[src/rtl/tmiof_pkg.sv]
// constants for the token manager i/o feedback block
// assumes one 100 mhz clock; the manager itself steps on a half-rate enable
// Functional notes
// - bus zero: one 128-byte token per (9+interval)*2^prescaler half-rate cycles.
// - bus one: period stretched by four, (9+interval)*2^(prescaler+2) cycles.
// - priority register: enables per borrowing group for each lending group.
// - unallocated-group six priority bits sit at priority bits 34 to 39.
// - group 0 unused-token priority bits sit at priority bits 43 to 45.
// - six-bit value spans three fields; three-bit values span two fields.
// - controllers report queue levels; coherent-protocol bus reports none.
// - levels 0..3 mean counts below, between and above thresholds 1..3.
// - queue levels alter grants only while feedback enable is set.
// - a level 3 report sets that resource's interrupt status bit.
// - interrupt raised while a status bit and its enable are both one.
// - unallocated tokens granted only at level 0.
// - unused tokens shared only at levels 0 and 1.
// - token generation continues through level 2, stops at level 3.
// - memory feedback is the highest of its read and write levels.
// - manager and decrementers step at half the core clock.
package tmiof_pkg;
  localparam logic [7:0]  OFS_CTRL      = 8'h00;
  localparam logic [7:0]  OFS_ISR       = 8'h04;
  localparam logic [7:0]  OFS_PRIO_HI   = 8'h08;
  localparam logic [7:0]  OFS_PRIO_LO   = 8'h0c;
  localparam logic [7:0]  OFS_IO0_ALLOC = 8'h10;
  localparam logic [7:0]  OFS_IO1_ALLOC = 8'h14;
  localparam logic [7:0]  OFS_LEVELS    = 8'h18;
  localparam int          CTRL_FE_BIT   = 0;
  localparam int          CTRL_IEN_LSB  = 1;
  localparam logic [31:0] CTRL_RST      = 32'h0000_0000;
  localparam logic [31:0] ALLOC_RST     = 32'h0000_0000;
  localparam logic [63:0] PRIO_RST      = 64'h0000_0000_0000_0000;
  localparam int          ALLOC_PRE_LSB = 8;
  localparam int          NUM_RES       = 3;
  localparam int          RES_MEM       = 0;
  localparam int          RES_IO0       = 1;
  localparam int          RES_IO1       = 2;
  localparam int          GEN_BASE      = 9;
  localparam int          IO1_PRE_EXTRA = 2;
  localparam int          TOKEN_BYTES   = 128;
  // priority register bit numbers count from the msb of 64 bits
  localparam int          PR_FA_FIRST   = 34;
  localparam int          PR_FB_FIRST   = 37;
  localparam int          PR_FC_FIRST   = 39;
  localparam int          PR_G0A_FIRST  = 43;
  localparam int          PR_G0B_FIRST  = 45;
  localparam logic [1:0]  LVL_0         = 2'h0;
  localparam logic [1:0]  LVL_1         = 2'h1;
  localparam logic [1:0]  LVL_2         = 2'h2;
  localparam logic [1:0]  LVL_3         = 2'h3;
endpackage

[src/rtl/tmiof_top.sv]
// token manager slice: i/o token timers, priority fields, queue feedback
// assumes avalon-mm master on I_MCLK; level inputs arrive from other logic as pins
//
// The Avalon-MM slave port and the register offsets were left to the implementer.
`timescale 1ns/10ps
module tmiof_top #(
  parameter int INTV_W = 8,
  parameter int PRE_W  = 4,
  parameter int CNT_W  = 32
) (
  input  wire logic                 I_MCLK,
  input  wire logic                 I_RST,
  input  wire logic [7:0]           I_ADDRESS,
  input  wire logic                 I_READ,
  input  wire logic                 I_WRITE,
  input  wire logic [31:0]          I_WRITEDATA,
  input  wire logic [3:0]           I_BYTEENABLE,
  output logic      [31:0]          O_READDATA,
  output logic                      O_WAITREQUEST,
  input  wire logic [1:0]           I_MEM_RD_LVL,
  input  wire logic [1:0]           I_MEM_WR_LVL,
  input  wire logic [1:0]           I_IO0_LVL,
  input  wire logic [1:0]           I_IO1_LVL,
  input  wire logic [1:0]           I_IO_COHERENT,
  input  wire logic [1:0]           I_IO_TOKEN_TAKE,
  output logic      [1:0]           O_IO_TOKEN_AVAIL,
  output logic [tmiof_pkg::NUM_RES-1:0] O_UNALLOC_OK,
  output logic [tmiof_pkg::NUM_RES-1:0] O_SHARE_OK,
  output logic [tmiof_pkg::NUM_RES-1:0] O_GEN_OK,
  output logic      [5:0]           O_UNALLOC_PRIO,
  output logic      [2:0]           O_G0_PRIO,
  output logic                      O_IRQ
);
  import tmiof_pkg::*;

  // longest period needs interval+1 bits plus the largest shift
  // interval and prescaler must also fit side by side in one 32-bit alloc word
  if (CNT_W < INTV_W + 1 + (1 << PRE_W) + IO1_PRE_EXTRA || CNT_W > 64
      || INTV_W > ALLOC_PRE_LSB || ALLOC_PRE_LSB + PRE_W > 32) begin : g_chk
    $error("tmiof_top: parameters do not fit the counter or the alloc fields");
  end

  function automatic logic [CNT_W-1:0] period_m1(input logic [INTV_W-1:0] iv,
                                                 input logic [PRE_W-1:0]  p,
                                                 input logic              stretch);
    logic [CNT_W-1:0] base;
    logic [PRE_W:0]   sh;
    base = CNT_W'(GEN_BASE) + CNT_W'(iv);
    sh   = {1'b0, p} + (stretch ? (PRE_W+1)'(IO1_PRE_EXTRA) : '0);
    return (base << sh) - CNT_W'(1);
  endfunction

  function automatic logic [31:0] be_merge(input logic [31:0] old_v,
                                           input logic [31:0] new_v,
                                           input logic [3:0]  be);
    logic [31:0] r;
    r = old_v;
    for (int b = 0; b < 4; b++) begin
      if (be[b]) begin
        r[b*8 +: 8] = new_v[b*8 +: 8];
      end
    end
    return r;
  endfunction

  // big-endian bit number to vector index
  function automatic int pr_idx(input int n);
    return 63 - n;
  endfunction

  // ---- half-rate enable and level synchronisers
  logic                 half_ff, nxt_half;
  logic [9:0]           s1_ff, s2_ff;
  logic [1:0]           lvl_eff [NUM_RES];
  logic [1:0]           lvl_ff  [NUM_RES];
  logic [1:0]           nxt_lvl [NUM_RES];
  logic [NUM_RES-1:0]   unal_ff, share_ff, gen_ff;
  logic [NUM_RES-1:0]   nxt_unal, nxt_share, nxt_gen;
  logic [31:0]          ctrl_ff, nxt_ctrl;
  logic [NUM_RES-1:0]   isr_ff, nxt_isr;
  logic                 irq_ff, nxt_irq;
  logic                 fe;

  assign fe = ctrl_ff[CTRL_FE_BIT];

  always_comb begin
    logic [1:0] mr, mw;
    mr       = s2_ff[1:0];
    mw       = s2_ff[3:2];
    nxt_half = ~half_ff;
    lvl_eff[RES_MEM] = (mr > mw) ? mr : mw;
    // a bus running the coherent protocol gives no feedback, so reads as level 0
    lvl_eff[RES_IO0] = s2_ff[8] ? LVL_0 : s2_ff[5:4];
    lvl_eff[RES_IO1] = s2_ff[9] ? LVL_0 : s2_ff[7:6];
    for (int r = 0; r < NUM_RES; r++) begin
      nxt_lvl[r]   = half_ff ? lvl_eff[r] : lvl_ff[r];
      // level coding: 0 below t1, 1 up to t2, 2 up to t3, 3 at or above t3
      nxt_unal[r]  = half_ff ? (~fe || lvl_eff[r] == LVL_0) : unal_ff[r];
      nxt_share[r] = half_ff ? (~fe || lvl_eff[r] <= LVL_1) : share_ff[r];
      nxt_gen[r]   = half_ff ? (~fe || lvl_eff[r] != LVL_3) : gen_ff[r];
    end
  end

  always_ff @(posedge I_MCLK or posedge I_RST) begin
    if (I_RST) begin
      half_ff  <= 1'b0;
      s1_ff    <= '0;
      s2_ff    <= '0;
      unal_ff  <= '1;
      share_ff <= '1;
      gen_ff   <= '1;
      for (int r = 0; r < NUM_RES; r++) begin
        lvl_ff[r] <= LVL_0;
      end
    end else begin
      half_ff  <= nxt_half;
      s1_ff    <= {I_IO_COHERENT, I_IO1_LVL, I_IO0_LVL, I_MEM_WR_LVL, I_MEM_RD_LVL};
      s2_ff    <= s1_ff;
      unal_ff  <= nxt_unal;
      share_ff <= nxt_share;
      gen_ff   <= nxt_gen;
      for (int r = 0; r < NUM_RES; r++) begin
        lvl_ff[r] <= nxt_lvl[r];
      end
    end
  end

  // ---- avalon slave and register file
  logic                 ack_ff, nxt_ack;
  logic                 wait_ff, nxt_wait;
  logic [31:0]          rdata_ff, nxt_rdata;
  logic [63:0]          prio_ff, nxt_prio;
  logic [31:0]          alloc_ff [2];
  logic [31:0]          nxt_alloc [2];
  logic                 wr_now;
  logic [NUM_RES-1:0]   hit3;

  // one wait state: request seen, then answered on the following edge
  assign wr_now = I_WRITE && ack_ff;

  always_comb begin
    logic [NUM_RES-1:0] w1c;
    w1c       = '0;
    nxt_ack   = (I_READ || I_WRITE) && !ack_ff;
    nxt_wait  = !nxt_ack;
    nxt_ctrl  = ctrl_ff;
    nxt_prio  = prio_ff;
    nxt_alloc = alloc_ff;
    for (int r = 0; r < NUM_RES; r++) begin
      hit3[r] = half_ff && lvl_eff[r] == LVL_3;
    end
    if (wr_now) begin
      unique case (I_ADDRESS)
        OFS_CTRL:      nxt_ctrl = be_merge(ctrl_ff, I_WRITEDATA, I_BYTEENABLE);
        OFS_ISR:       w1c = I_BYTEENABLE[0] ? I_WRITEDATA[NUM_RES-1:0] : '0;
        OFS_PRIO_HI:   nxt_prio[63:32] = be_merge(prio_ff[63:32], I_WRITEDATA, I_BYTEENABLE);
        OFS_PRIO_LO:   nxt_prio[31:0] = be_merge(prio_ff[31:0], I_WRITEDATA, I_BYTEENABLE);
        OFS_IO0_ALLOC: nxt_alloc[0] = be_merge(alloc_ff[0], I_WRITEDATA, I_BYTEENABLE);
        OFS_IO1_ALLOC: nxt_alloc[1] = be_merge(alloc_ff[1], I_WRITEDATA, I_BYTEENABLE);
        default:       nxt_ctrl = ctrl_ff;
      endcase
    end
    // a level 3 in the same cycle as a clear keeps the bit set
    nxt_isr = (isr_ff & ~w1c) | hit3;
    nxt_irq = |(nxt_isr & nxt_ctrl[CTRL_IEN_LSB +: NUM_RES]);
    nxt_rdata = rdata_ff;
    if (nxt_ack && I_READ) begin
      unique case (I_ADDRESS)
        OFS_CTRL:      nxt_rdata = ctrl_ff;
        OFS_ISR:       nxt_rdata = 32'(isr_ff);
        OFS_PRIO_HI:   nxt_rdata = prio_ff[63:32];
        OFS_PRIO_LO:   nxt_rdata = prio_ff[31:0];
        OFS_IO0_ALLOC: nxt_rdata = alloc_ff[0];
        OFS_IO1_ALLOC: nxt_rdata = alloc_ff[1];
        OFS_LEVELS:    nxt_rdata = {24'h0, O_IO_TOKEN_AVAIL, lvl_ff[RES_IO1],
                                    lvl_ff[RES_IO0], lvl_ff[RES_MEM]};
        default:       nxt_rdata = 32'h0000_0000;
      endcase
    end
  end

  always_ff @(posedge I_MCLK or posedge I_RST) begin
    if (I_RST) begin
      ack_ff   <= 1'b0;
      wait_ff  <= 1'b1;
      rdata_ff <= 32'h0000_0000;
      ctrl_ff  <= CTRL_RST;
      isr_ff   <= '0;
      irq_ff   <= 1'b0;
      prio_ff  <= PRIO_RST;
      alloc_ff <= '{ALLOC_RST, ALLOC_RST};
    end else begin
      ack_ff   <= nxt_ack;
      wait_ff  <= nxt_wait;
      rdata_ff <= nxt_rdata;
      ctrl_ff  <= nxt_ctrl;
      isr_ff   <= nxt_isr;
      irq_ff   <= nxt_irq;
      prio_ff  <= nxt_prio;
      alloc_ff <= nxt_alloc;
    end
  end

  // ---- priority field decode, registered for the grant logic
  logic [5:0]           uprio_ff, nxt_uprio;
  logic [2:0]           g0prio_ff, nxt_g0prio;

  always_comb begin
    // six unallocated-group bits come from three fields, group 0 bits from two
    nxt_uprio  = {prio_ff[pr_idx(PR_FA_FIRST) -: 3],
                  prio_ff[pr_idx(PR_FB_FIRST) -: 2],
                  prio_ff[pr_idx(PR_FC_FIRST)]};
    nxt_g0prio = {prio_ff[pr_idx(PR_G0A_FIRST) -: 2],
                  prio_ff[pr_idx(PR_G0B_FIRST)]};
  end

  always_ff @(posedge I_MCLK or posedge I_RST) begin
    if (I_RST) begin
      uprio_ff  <= '0;
      g0prio_ff <= '0;
    end else begin
      uprio_ff  <= nxt_uprio;
      g0prio_ff <= nxt_g0prio;
    end
  end

  // ---- i/o bus token decrementers, stepped on the half-rate enable
  logic [CNT_W-1:0]     cnt_ff  [2];
  logic [CNT_W-1:0]     nxt_cnt [2];
  logic [1:0]           avail_ff, nxt_avail;
  logic [1:0]           expire;

  always_comb begin
    for (int k = 0; k < 2; k++) begin
      expire[k] = half_ff && cnt_ff[k] == '0;
      nxt_cnt[k] = cnt_ff[k];
      if (expire[k]) begin
        // bus one runs four times slower for the same settings
        nxt_cnt[k] = period_m1(alloc_ff[k][INTV_W-1:0],
                               alloc_ff[k][ALLOC_PRE_LSB +: PRE_W],
                               k == 1);
      end else if (half_ff) begin
        nxt_cnt[k] = cnt_ff[k] - CNT_W'(1);
      end
      // a token only appears while generation is allowed; taking loses to a new token
      nxt_avail[k] = (avail_ff[k] && !I_IO_TOKEN_TAKE[k])
                     || (expire[k] && gen_ff[RES_IO0 + k]);
    end
  end

  always_ff @(posedge I_MCLK or posedge I_RST) begin
    if (I_RST) begin
      cnt_ff   <= '{default: '0};
      avail_ff <= 2'h0;
    end else begin
      cnt_ff   <= nxt_cnt;
      avail_ff <= nxt_avail;
    end
  end

  assign O_READDATA       = rdata_ff;
  assign O_WAITREQUEST    = wait_ff;
  assign O_IO_TOKEN_AVAIL = avail_ff;
  assign O_UNALLOC_OK     = unal_ff;
  assign O_SHARE_OK       = share_ff;
  assign O_GEN_OK         = gen_ff;
  assign O_UNALLOC_PRIO   = uprio_ff;
  assign O_G0_PRIO        = g0prio_ff;
  assign O_IRQ            = irq_ff;

  // ---- checks
  a_unal_level: assert property (@(posedge I_MCLK) disable iff (I_RST)
    half_ff && fe |=> O_UNALLOC_OK[RES_MEM] == ($past(lvl_eff[RES_MEM]) == LVL_0))
    else $error("unallocated grant permission wrong for memory level");
  a_share_level: assert property (@(posedge I_MCLK) disable iff (I_RST)
    half_ff && fe && lvl_eff[RES_IO0] >= LVL_2 |=> !O_SHARE_OK[RES_IO0])
    else $error("sharing allowed at level 2 or 3");
  a_gen_stop: assert property (@(posedge I_MCLK) disable iff (I_RST)
    !gen_ff[RES_IO0] && !avail_ff[0] |=> !avail_ff[0])
    else $error("token produced while generation stopped");
  a_fe_off: assert property (@(posedge I_MCLK) disable iff (I_RST)
    half_ff && !fe |=> O_UNALLOC_OK == '1 && O_SHARE_OK == '1 && O_GEN_OK == '1)
    else $error("feedback acted while disabled");
  a_isr_set: assert property (@(posedge I_MCLK) disable iff (I_RST)
    hit3[RES_IO1] |=> isr_ff[RES_IO1])
    else $error("level 3 did not set status");
  a_isr_sticky: assert property (@(posedge I_MCLK) disable iff (I_RST)
    isr_ff[RES_IO0] && !(wr_now && I_ADDRESS == OFS_ISR) |=> isr_ff[RES_IO0])
    else $error("status bit dropped without clear");
  a_irq_cause: assert property (@(posedge I_MCLK) disable iff (I_RST)
    ##1 O_IRQ == |($past(nxt_isr) & ctrl_ff[CTRL_IEN_LSB +: NUM_RES]))
    else $error("interrupt not tied to status and enable");
  a_mem_max: assert property (@(posedge I_MCLK) disable iff (I_RST)
    half_ff |=> lvl_ff[RES_MEM] >= $past(s2_ff[1:0]) && lvl_ff[RES_MEM] >= $past(s2_ff[3:2])
      && (lvl_ff[RES_MEM] == $past(s2_ff[1:0]) || lvl_ff[RES_MEM] == $past(s2_ff[3:2])))
    else $error("memory level not the highest count");
  a_coh_none: assert property (@(posedge I_MCLK) disable iff (I_RST)
    half_ff && s2_ff[9] |=> lvl_ff[RES_IO1] == LVL_0)
    else $error("coherent bus gave feedback");
  a_io0_period: assert property (@(posedge I_MCLK) disable iff (I_RST)
    expire[0] && alloc_ff[0][11:0] == 12'h000 |=> cnt_ff[0] == CNT_W'(8) [*2])
    else $error("bus zero period wrong");
  a_io1_period: assert property (@(posedge I_MCLK) disable iff (I_RST)
    expire[1] && alloc_ff[1][11:0] == 12'h000 |=> cnt_ff[1] == CNT_W'(35))
    else $error("bus one period wrong");
  a_prio_map: assert property (@(posedge I_MCLK) disable iff (I_RST)
    ##1 O_UNALLOC_PRIO == $past(prio_ff[29:24]))
    else $error("unallocated priority field misplaced");
endmodule

[config.mk]
export PLATFORM = sky130hd
export DESIGN_NAME = tmiof_top
export DESIGN_NICKNAME = d
export VERILOG_FILES = /design/src/rtl/tmiof_pkg.sv /design/src/rtl/tmiof_top.sv
export SDC_FILE = /design/constraint.sdc
export NUM_CORES = 1
export LEC_CHECK = 0
export BUFFER_PORTS_ARGS = -buffer_cell sky130_fd_sc_hd__buf_2
export CORE_AREA = 2 2 212 214
export DETAILED_ROUTE_END_ITERATION = 8
export DIE_AREA = 0 0 214 216
export MAX_ROUTING_LAYER = met4
export SLEW_MARGIN = 5
export SYNTH_ARGS = -nofsm -noshare
export SYNTH_HDL_FRONTEND = slang
export SYNTH_SLANG_ARGS = --single-unit
export TNS_END_PERCENT = 100
[constraint.sdc]
create_clock -name I_MCLK -period 9.4 [get_ports I_MCLK]
set_input_delay 0.94 -clock I_MCLK [delete_from_list [all_inputs] [get_ports I_MCLK]]
set_output_delay 0.94 -clock I_MCLK [all_outputs]
set_load 0.03 [all_outputs]
; Yosys cells after proc, flatten, opt, wreduce, memory -nomap -nowiden
; Index checks and enable logic that the tools add are counted.
[word_totals]
regBits = 309
output_inout_bits = 54
input_bits = 60
[classes]
reduce_logical = 57
bitwise_logic = 6
shifts = 2
n_addsub = 7
n_mux = 14
n_lt_le_gt_ge = 4
eq_ne = 12
[ops]
columns = op, count
row1 = $pmux W32 S7, 1
row2 = $mux W32, 4
row3 = $sub A32 B1 Y32 const B, 4
row4 = $logic_not A32 Y1, 2
row5 = $reduce_and A3 Y1, 20
row6 = $shl A9 B4 Y32, 1
row7 = $shl A9 B5 Y32, 1
row8 = $eq A8 B5 Y1 const B, 3
row9 = $add A4 B8 Y9 const A, 2
row10 = $eq A8 B4 Y1 const B, 2
row11 = $logic_and A1 B1 Y1, 12
row12 = $logic_or A1 B1 Y1, 12
row13 = $mux W4, 3
row14 = $mux W3, 3
row15 = $eq A8 B3 Y1 const B, 1
row16 = $logic_not A8 Y1, 1
row17 = $and A3 B3 Y3, 2
row18 = $eq A2 B2 Y1 const B, 3
row19 = $le A2 B1 Y1 const B, 3
row20 = $logic_not A2 Y1, 3
row21 = $mux W2, 3
row22 = $ne A2 B2 Y1 const B, 3
row23 = $add A4 B2 Y5 const B, 1
row24 = $logic_not A1 Y1, 4
row25 = other kinds (6), 8

; Logic depth before layout (Yosys ltp)
; Gate-level depths: netlist of run 1.
[logic_depth]
ltp_word = 8
ltp_mapped = 17
depth_no_buf = 14

; Least setup slack after synthesis of run 1
; Ideal clock, no wire load.
[synth_path]
path_type = register -> register
startpoint = reg alloc_ff[9] (netlist bit)
endpoint = reg cnt_ff[14] (netlist bit)
setup_slack_ps = 5686
synth_period_minus_slack_ps = 3714
arrival_time_ps = 3582
setup_ps = 132
path_stages_with_launch = 18
path_cell_list = dfrtp_1 buf_2 buf_2 buf_4 buf_4 nand3_1 nand3_1 nor2_1 a21oi_1 ha_1 nand2b_1 nor4_1 nor3b_1 nand3_1 nor3_2 nand2_1 or4_1 xnor2_1
[synth_between]
elab_chain_cells = 4
[synth_lines]
columns = element, line_no
row1 = from (decl), tmiof_top.sv:133  ; logic [31:0] alloc_ff [2];
row2 = from (signal assigned), tmiof_top.sv:191  ; alloc_ff <= '{ALLOC_RST, ALLOC_RST};
row3 = from (signal assigned), tmiof_top.sv:200  ; alloc_ff <= nxt_alloc;
row4 = $add A4 B2 Y5, tmiof_top.sv:49  ; sh = {1'b0, p} + (stretch ? (PRE_W+1)'(IO1_PRE_EXTRA) : '0);
row5 = $shl A9 B5 Y32, tmiof_top.sv:50  ; return (base << sh) - CNT_W'(1);
row6 = $sub A32 B1 Y32, tmiof_top.sv:50
row7 = $mux W32, tmiof_top.sv:237  ; if (expire[k]) begin
row8 = to (signal assigned), tmiof_top.sv:256  ; cnt_ff <= nxt_cnt;
row9 = to (decl), tmiof_top.sv:228  ; logic [CNT_W-1:0] cnt_ff [2];
; Every way passes these cells.
; A chain may end at the register's enable or synchronous reset.

; Worst setup path in the final report of run 1
[layout_path]
startpoint = reg alloc_ff[10] (netlist bit)
endpoint = reg cnt_ff[14] (netlist bit)
; The elaborated chain is that of the path after synthesis.

==> flow_summary.ini, run 1 <==
[placement]
numPlacedInstances = 2215
dp_hpwl_microns = 34700
numPortBuffers = 113
gp_congestion = 0.890
placed_area_sq_um = 17700
pre_cts_ws_ns = 4.58

[synth]
synth_edf_count = 0
ys_types = 109
synth_warnings = 0
avgSynthCellArea_sq_um = 10.5
synth-async-reset-ratio_pct = 100
synth_nets = 1644
ys_seq_area_share_pct = 46.8
synth_top_flop_cell = dfrtp_1
syn-cell-area_sq_um = 16500
synth_seq_cells = 309
syn_inst = 1576

[worst_setup_path]
crit_fanout = 22
crit_path_start_kind = flop
critical_path_class = flop to flop
cp-startpoint = alloc_ff[10]
worstReg2RegEnd = cnt_ff[14]
crit_end = cnt_ff[14]
r2r-start = alloc_ff[10]
rrSetupSlack_ns = 4.55
ff2ff_path_depth = 14
arrival_ns = 5.28
critPathRequiredTime_ns = 9.83
endpoint_kind = flop

[power]
p_switching_w = 0.000739
pwr-share-clk_pct = 50.1
p_leak_nw = 8.58
power_frac_comb_pct = 4.9
power.internal_w = 0.00231
power_density_nw_per_um2 = 160
power_frac_seq_pct = 45.0
switching_share_pct = 24.2
irDropWorstVdd_mv = 0.109

[floorplan]
dieArea_sq_um = 46200
initial_utilization_pct = 37.7
num_rows = 77
io_pins = 114
dieWidth_microns = 214
die_h_microns = 216
core_sq_um = 43800

[min_path]
min-delay-path-class = flop to flop

[drt]
drc = 0
drt_wl_total_microns = 49600
via_per_inst = 5.86
routedWlPerCell_microns = 21.7
dr.pass1.iters = 6
drtIter0Drc = 1228
ant_nets = 0
vias = 13396

[sta]
period_needed_ns = 4.85
fin_skew_ns = 0.0207
tightest_slew_ns = 1.05
relSlewSlack_pct = 29.9
maxSlewViolCount = 0
hold_viol_final = 0
finalCritPeriodShare_pct = 51.6
setup_violations = 0
max_freq_ghz = 0.206
rsz0062_at_grt = false
fin_tns_setup_ns = 0
fin_ws_ns = 4.55

[clock_network]
postCtsSetupBuffers = 0
cts_buffer_depth = 3
cts-htree-levels = 2
cts_resized = 0
cts-buffers-inserted = 37
clk_latency_ns = 0.57
clk_pin_slew_ns = 0.06
cts-root-buf = clkbuf_16
clkSinkCount = 309
cts-hold-fix-buffers = 0
cts_tree = built

[global_route]
met3_usage_pct = 3.44
track_usage_pct = 22.1
grtUsageMet1_pct = 30.0
grt_max_degree = 163
met2_usage_pct = 33.5
grt_pass1_vias = 13280
grt_busiest_layer = met2
grt_pass1_wl_microns = 78400
antenna_found_initial = 5
grt_overflow = 0

[job]
maxCapViolCount = 0

[cells_and_area]
final_layout_size_suffix_gt1_share_pct = 25.9
area_growth_syn_to_layout_pct = 15.0
final_cell_area_sq_um = 19000
fin_cells = 2287
finalNetCount = 1730

[outcome]
run_status = complete, no violations
==> stage by stage <==
stage          power, W  util [%]  hold slack [ns]
2_1_floorplan   0.00148         -            0.331
3_3_place_gp    0.00154      40.4            0.334
3_5_place_dp    0.00155      40.4            0.335
4_1_cts         0.00309      43.4            0.347
5_1_grt         0.00317      43.4            0.354
6_report        0.00305      43.4            0.347
==> cell usage in the layout (no fill, tap or decap), types with 20 or more instances in the layout <==
cell / n
a22oi_1: 47
xnor2_1: 20
buf_4: 22
o21ai_0: 43
dfrtp_1: 298
nand3_1: 58
a21oi_1: 67
mux2_2: 166
nand2_1: 129
a22o_1: 43
nand2b_1: 20
inv_1: 28
clkbuf_16: 37
nor2_1: 104
nor3_1: 33
nor4_1: 22
a222oi_1: 27
a31oi_1: 20
buf_2: 113
==> power groups by stage <==
stage | clock network (W) | logic (W) | registers (W)
detailed placement | 0 | 0.000150 | 0.00140
finish | 0.00153 | 0.000150 | 0.00137
global route | 0.00163 | 0.000166 | 0.00138
global placement | 0 | 0.000148 | 0.00140
CTS | 0.00157 | 0.000151 | 0.00137
floorplan | 0 | 0.0000944 | 0.00139
==> worst max-delay path: stages (launching register included) <==
cell	delay, ns
dfrtp_1	0.46
ha_1	0.76
clkinv_1	0.50
nand3_1	0.21
nor2_1	0.09
a21oi_1	0.23
ha_1	0.22
nand2b_1	0.10
nor4_1	0.21
nor3b_1	0.39
nand3_1	0.30
nor3_2	0.44
nand2_1	0.12
or4_1	0.53
xnor2_1	0.14
==> cell usage after synthesis, types with 10 or more instances <==
| cell type | instances | share of area (%) |
|---|---|---|
| nand3_1 | 58 | 1.8 |
| a21oi_1 | 67 | 2.0 |
| a31oi_1 | 20 | 0.76 |
| dfrtp_1 | 299 | 45 |
| nand4_1 | 19 | 0.72 |
| nor2_1 | 104 | 2.4 |
| o31ai_1 | 14 | 0.64 |
| clkbuf_1 | 62 | 1.4 |
| nand2b_1 | 20 | 0.76 |
| xnor2_1 | 20 | 1.1 |
| mux2_2 | 166 | 11 |
| xor2_1 | 17 | 0.90 |
| a21o_1 | 13 | 0.59 |
| a22o_1 | 43 | 2.3 |
| nor2b_1 | 13 | 0.49 |
| nor3b_1 | 15 | 0.68 |
| buf_2 | 16 | 0.48 |
| o22ai_1 | 10 | 0.38 |
| a22oi_1 | 47 | 2.1 |
| dfstp_2 | 10 | 1.6 |
| and3_1 | 18 | 0.68 |
| inv_1 | 29 | 0.66 |
| o21ai_0 | 43 | 1.3 |
| a221oi_1 | 10 | 0.53 |
| nand2_1 | 129 | 2.9 |
| o211ai_1 | 14 | 0.64 |
| nor3_1 | 35 | 1.1 |
| a211oi_1 | 10 | 0.45 |
| nor4_1 | 24 | 0.91 |
| a222oi_1 | 27 | 1.6 |
==> layout make-up <==
cell class | count | area [sq um]
inverter | 33 | 128
fill | 4139 | 24800
sequential | 309 | 7750
tap | 592 | 741
antenna | 4 | 10.0
clock inverter | 23 | 314
timing repair buffer | 136 | 751
multi-input combinational | 1145 | 8330
clock buffer | 45 | 1010
==> kinds of logic (layout without fill, tap and decap cells) <==
kind of cell | after synthesis | count (layout) | share of synthesized area (%)
flip-flops | 309 | 309 | 46.8
AND/OR/NAND/NOR | 513 | 513 | 16.9
other | 0 | 4 | 0
XOR/XNOR | 38 | 38 | 2.06
buffers and inverters | 122 | 237 | 3.07
multiplexers | 175 | 175 | 11.9
adder cells (fa/ha/maj) | 8 | 8 | 0.605
AO/OA/AOI/OAI | 411 | 411 | 18.7
==> registers in the layout, summed over array words and instances, names as in the netlist, 2 cells and up <==
| register | flops |
|---|---|
| O_G0_PRIO | 3 |
| O_GEN_OK | 3 |
| O_IO_TOKEN_AVAIL | 2 |
| O_READDATA | 32 |
| O_SHARE_OK | 3 |
| O_UNALLOC_OK | 3 |
| O_UNALLOC_PRIO | 6 |
| alloc_ff | 64 |
| cnt_ff | 64 |
| ctrl_ff | 32 |
| isr_ff | 3 |
| lvl_ff | 6 |
| prio_ff | 64 |
| s1_ff | 10 |
| s2_ff | 10 |
==> per-layer routing <==
layer / wire (microns) / vias to the layer above
li1: - / 6192
met1: 22600 / 6757
met2: 23000 / 374
met3: 2510 / 73
met4: 1400 / 0
met5: 0 / -
==> worst min-delay path by stage <==
stage / endpoint / startpoint / cells past startpoint / slack [ns]
floorplan: s2_ff[0] / s1_ff[0] / 0 / 0.33
global placement: s2_ff[7] / s1_ff[7] / 0 / 0.33
detailed placement: s2_ff[1] / s1_ff[1] / 0 / 0.33
CTS: s2_ff[5] / s1_ff[5] / 0 / 0.35
global route: s2_ff[4] / s1_ff[4] / 0 / 0.35
finish: s2_ff[1] / s1_ff[1] / 0 / 0.35
Note: power is estimated with default switching activity, not from simulation.
==> run 2: changes to the inputs <==
Settings changed: ABC_AREA from default to 1.
Clock period 9.4 ns to 4.3 ns, I/O delays scaled along.
==> run 2 against run 1 <==
Compared with the run above:
- worst hold slack worse by 0.28 ns
- global-route usage barely moved
- die area stayed put
- non-clock buffer count rose by 10
- synthesized cell count increased by 41%
- combinational power grew to 12 times the previous value
- power increased to 2.7 times the previous value
- clock power increased by 110%
- sequential cell count unchanged
- first-iteration DRC count grew 5.9%
- critical path type unchanged
==> flow_summary.ini, run 2 <==
[cells_and_area]
final_layout_size_suffix_gt1_share_pct = 12.5
finalNetCount = 2401
largestRegisters = alloc_ff x64, cnt_ff x64, prio_ff x64
area_growth_syn_to_layout_pct = 15.1
final_cell_area_sq_um = 19100
final_common_cell = nand2_1
layout_common_cells = nand2_1, dfrtp_1, nand3_1
fin_cells = 2951

[clock_network]
cts_resized = 0
cts-root-buf = clkbuf_16
clk_pin_slew_ns = 0.06
clk_latency_ns = 0.56
clkSinkCount = 309
cts-htree-levels = 2
cts_tree = built
cts-buffers-inserted = 36
cts_buffer_depth = 3

[synth]
ys_types = 56
synth-async-reset-ratio_pct = 100
ys_seq_area_share_pct = 46.7
synth_area_leader_cell = dfrtp_1
synth_seq_cells = 309
syn-cell-area_sq_um = 16600
synth_area_leaders = dfrtp_1, nand2_1, nand3_1
synth_top_cell_area_share_pct = 45.1
synth_top_flop_cell = dfrtp_1
synth_nets = 2298
synth_edf_count = 0
avgSynthCellArea_sq_um = 7.44
synth.most_common_cell = nand2_1
synth_warnings = 0
syn_inst = 2230
synthTopCellsByCount = nand2_1, dfrtp_1, inv_1, nand3_1, o21ai_0

[min_path]
hold_path_depth = 2
min-delay-path-class = primary input to flop

[global_route]
antenna_found_initial = 3
met3_usage_pct = 2.73
grt_max_degree = 118
grt_pass1_wl_microns = 79100
grt_pass1_vias = 14641
met2_usage_pct = 34.0
grt_overflow = 0
track_usage_pct = 22.0
grt_busiest_layer = met2
grtUsageMet1_pct = 29.9

[worst_setup_path]
arrival_ns = 3.95
slowest_stage = ha_1
crit_path_cell_trace = ha_1 -> inv_1 -> nand4_1 -> o21ai_0 -> inv_1 -> ha_1 -> inv_1 -> nor2_2 -> nand2_1 -> nor2_2 -> nand2_2 -> nor2_4 -> nand3_2 -> nor2_4 -> nand3_1 -> nand3_1 -> o21ai_1
critPathRequiredTime_ns = 4.71
critical_path_class = flop to flop
crit_path_start_kind = flop
crit_top_cell = inv_1
ff2ff_path_depth = 17
slowest_delay_ns = 0.70
endpoint_kind = flop
crit_fanout = 21

[drt]
drc = 0
ant_nets = 0
dr.pass1.iters = 5
drt_wl_total_microns = 49200
routedWlPerCell_microns = 16.7
via_per_inst = 5.10
drtIter0Drc = 1301
vias = 15055

[power]
irDropWorstVdd_mv = 0.240
power_density_nw_per_um2 = 428
p_leak_nw = 9.50

[sta]
max_freq_ghz = 0.283
finalCritPeriodShare_pct = 82.3
setup_violations = 0
period_needed_ns = 3.54
tightest_slew_ns = 0.883
fin_skew_ns = 0.0283
hold_viol_final = 0
maxSlewViolCount = 0
holdWs_ns = 0.0700
rsz0062_at_grt = false
relSlewSlack_pct = 40.7

[floorplan]
dieWidth_microns = 214
core_sq_um = 43800
die_h_microns = 216
dieArea_sq_um = 46200
io_pins = 114
initial_utilization_pct = 37.8
num_rows = 77

[placement]
numPlacedInstances = 2876
dp_hpwl_microns = 35300
gp_congestion = 0.948
numPortBuffers = 113
placed_area_sq_um = 17800

[job]
maxCapViolCount = 0

[outcome]
run_status = complete, no violations
run 2: cell types whose count changed after synthesis, sizes merged, moves of 83 or more:
cell   delta
o21ai   +209
nand2   +576
inv     +221
nor2     +83
nand3   +188
mux2    -167
run 2: final timing paths:
| kind | slack [ns] | startpoint | end |
|---|---|---|---|
| worst max-delay path | 0.76 | alloc_ff[10] | cnt_ff[18] |
| min in group asynchronous | 0.44 | I_RST | alloc_ff[60] |
| max in group asynchronous | 2.90 | I_RST | s1_ff[5] |
| worst max register to register | 0.76 | alloc_ff[10] | cnt_ff[18] |
| worst min register to register | 0.34 | s1_ff[1] | s2_ff[1] |
| worst min-delay path | 0.07 | I_IO_TOKEN_TAKE[1] | O_IO_TOKEN_AVAIL[1] |
run 2: worst max-delay path: cells and delay by family (launching register included):
family	cells	cell delay (ns)
simple gates	10	1.42
fa+ha+maj	2	0.86
buf+inv	3	0.51
flops	1	0.41
compound gates	2	0.19
run 2: cell families after synthesis:
family | synth area share, %
DFF | 46.7
buffers and inverters | 7.95
and+or+nand+nor | 32.0
muxes | 0.0604
AOI/OAI and AO/OA | 11.9
adders and majority gates | 0.604
xor gates and xnor gates | 0.792
run 2: final cells by class:
cell class                 instances  area, sq um
clock inverter                    11          185
antenna                            1         2.50
tap                              592          741
timing repair buffer             146          878
fill                            4507        24700
clock buffer                      52         1040
inverter                         256          967
sequential                       309         7750
multi-input combinational       1584         7530
run 2: what timing repair did:
action | CTS | global route
buffers inserted | 0 | 0
hold buffers | 11 | 0
endpoints found under the hold margin | 23 | 0
run 2: power by group:
group / total (W) / switching [W] / internal (W)
clock network: 0.00322 / 0.00129 / 0.00193
logic: 0.00173 / 0.00120 / 0.000531
registers: 0.00323 / 0.000130 / 0.00310
run 2: through the flow:
stage               utilization [%]  worst slack, ns  power, W  setup TNS [ns]
floorplan                         -           -0.235   0.00455          -70.20
global placement               40.5            0.909   0.00497               0
detailed placement             40.5            0.844   0.00499               0
CTS                            43.6            0.816   0.00825               0
global route                   43.6            0.407   0.00863               0
finish                         43.6            0.760   0.00818               0
run 2: routing by layer:
metal	vias up	part of all wire, %
met4	0	2.9
met1	7104	47
li1	7472	-
met2	401	46
met3	78	5.0
met5	-	0
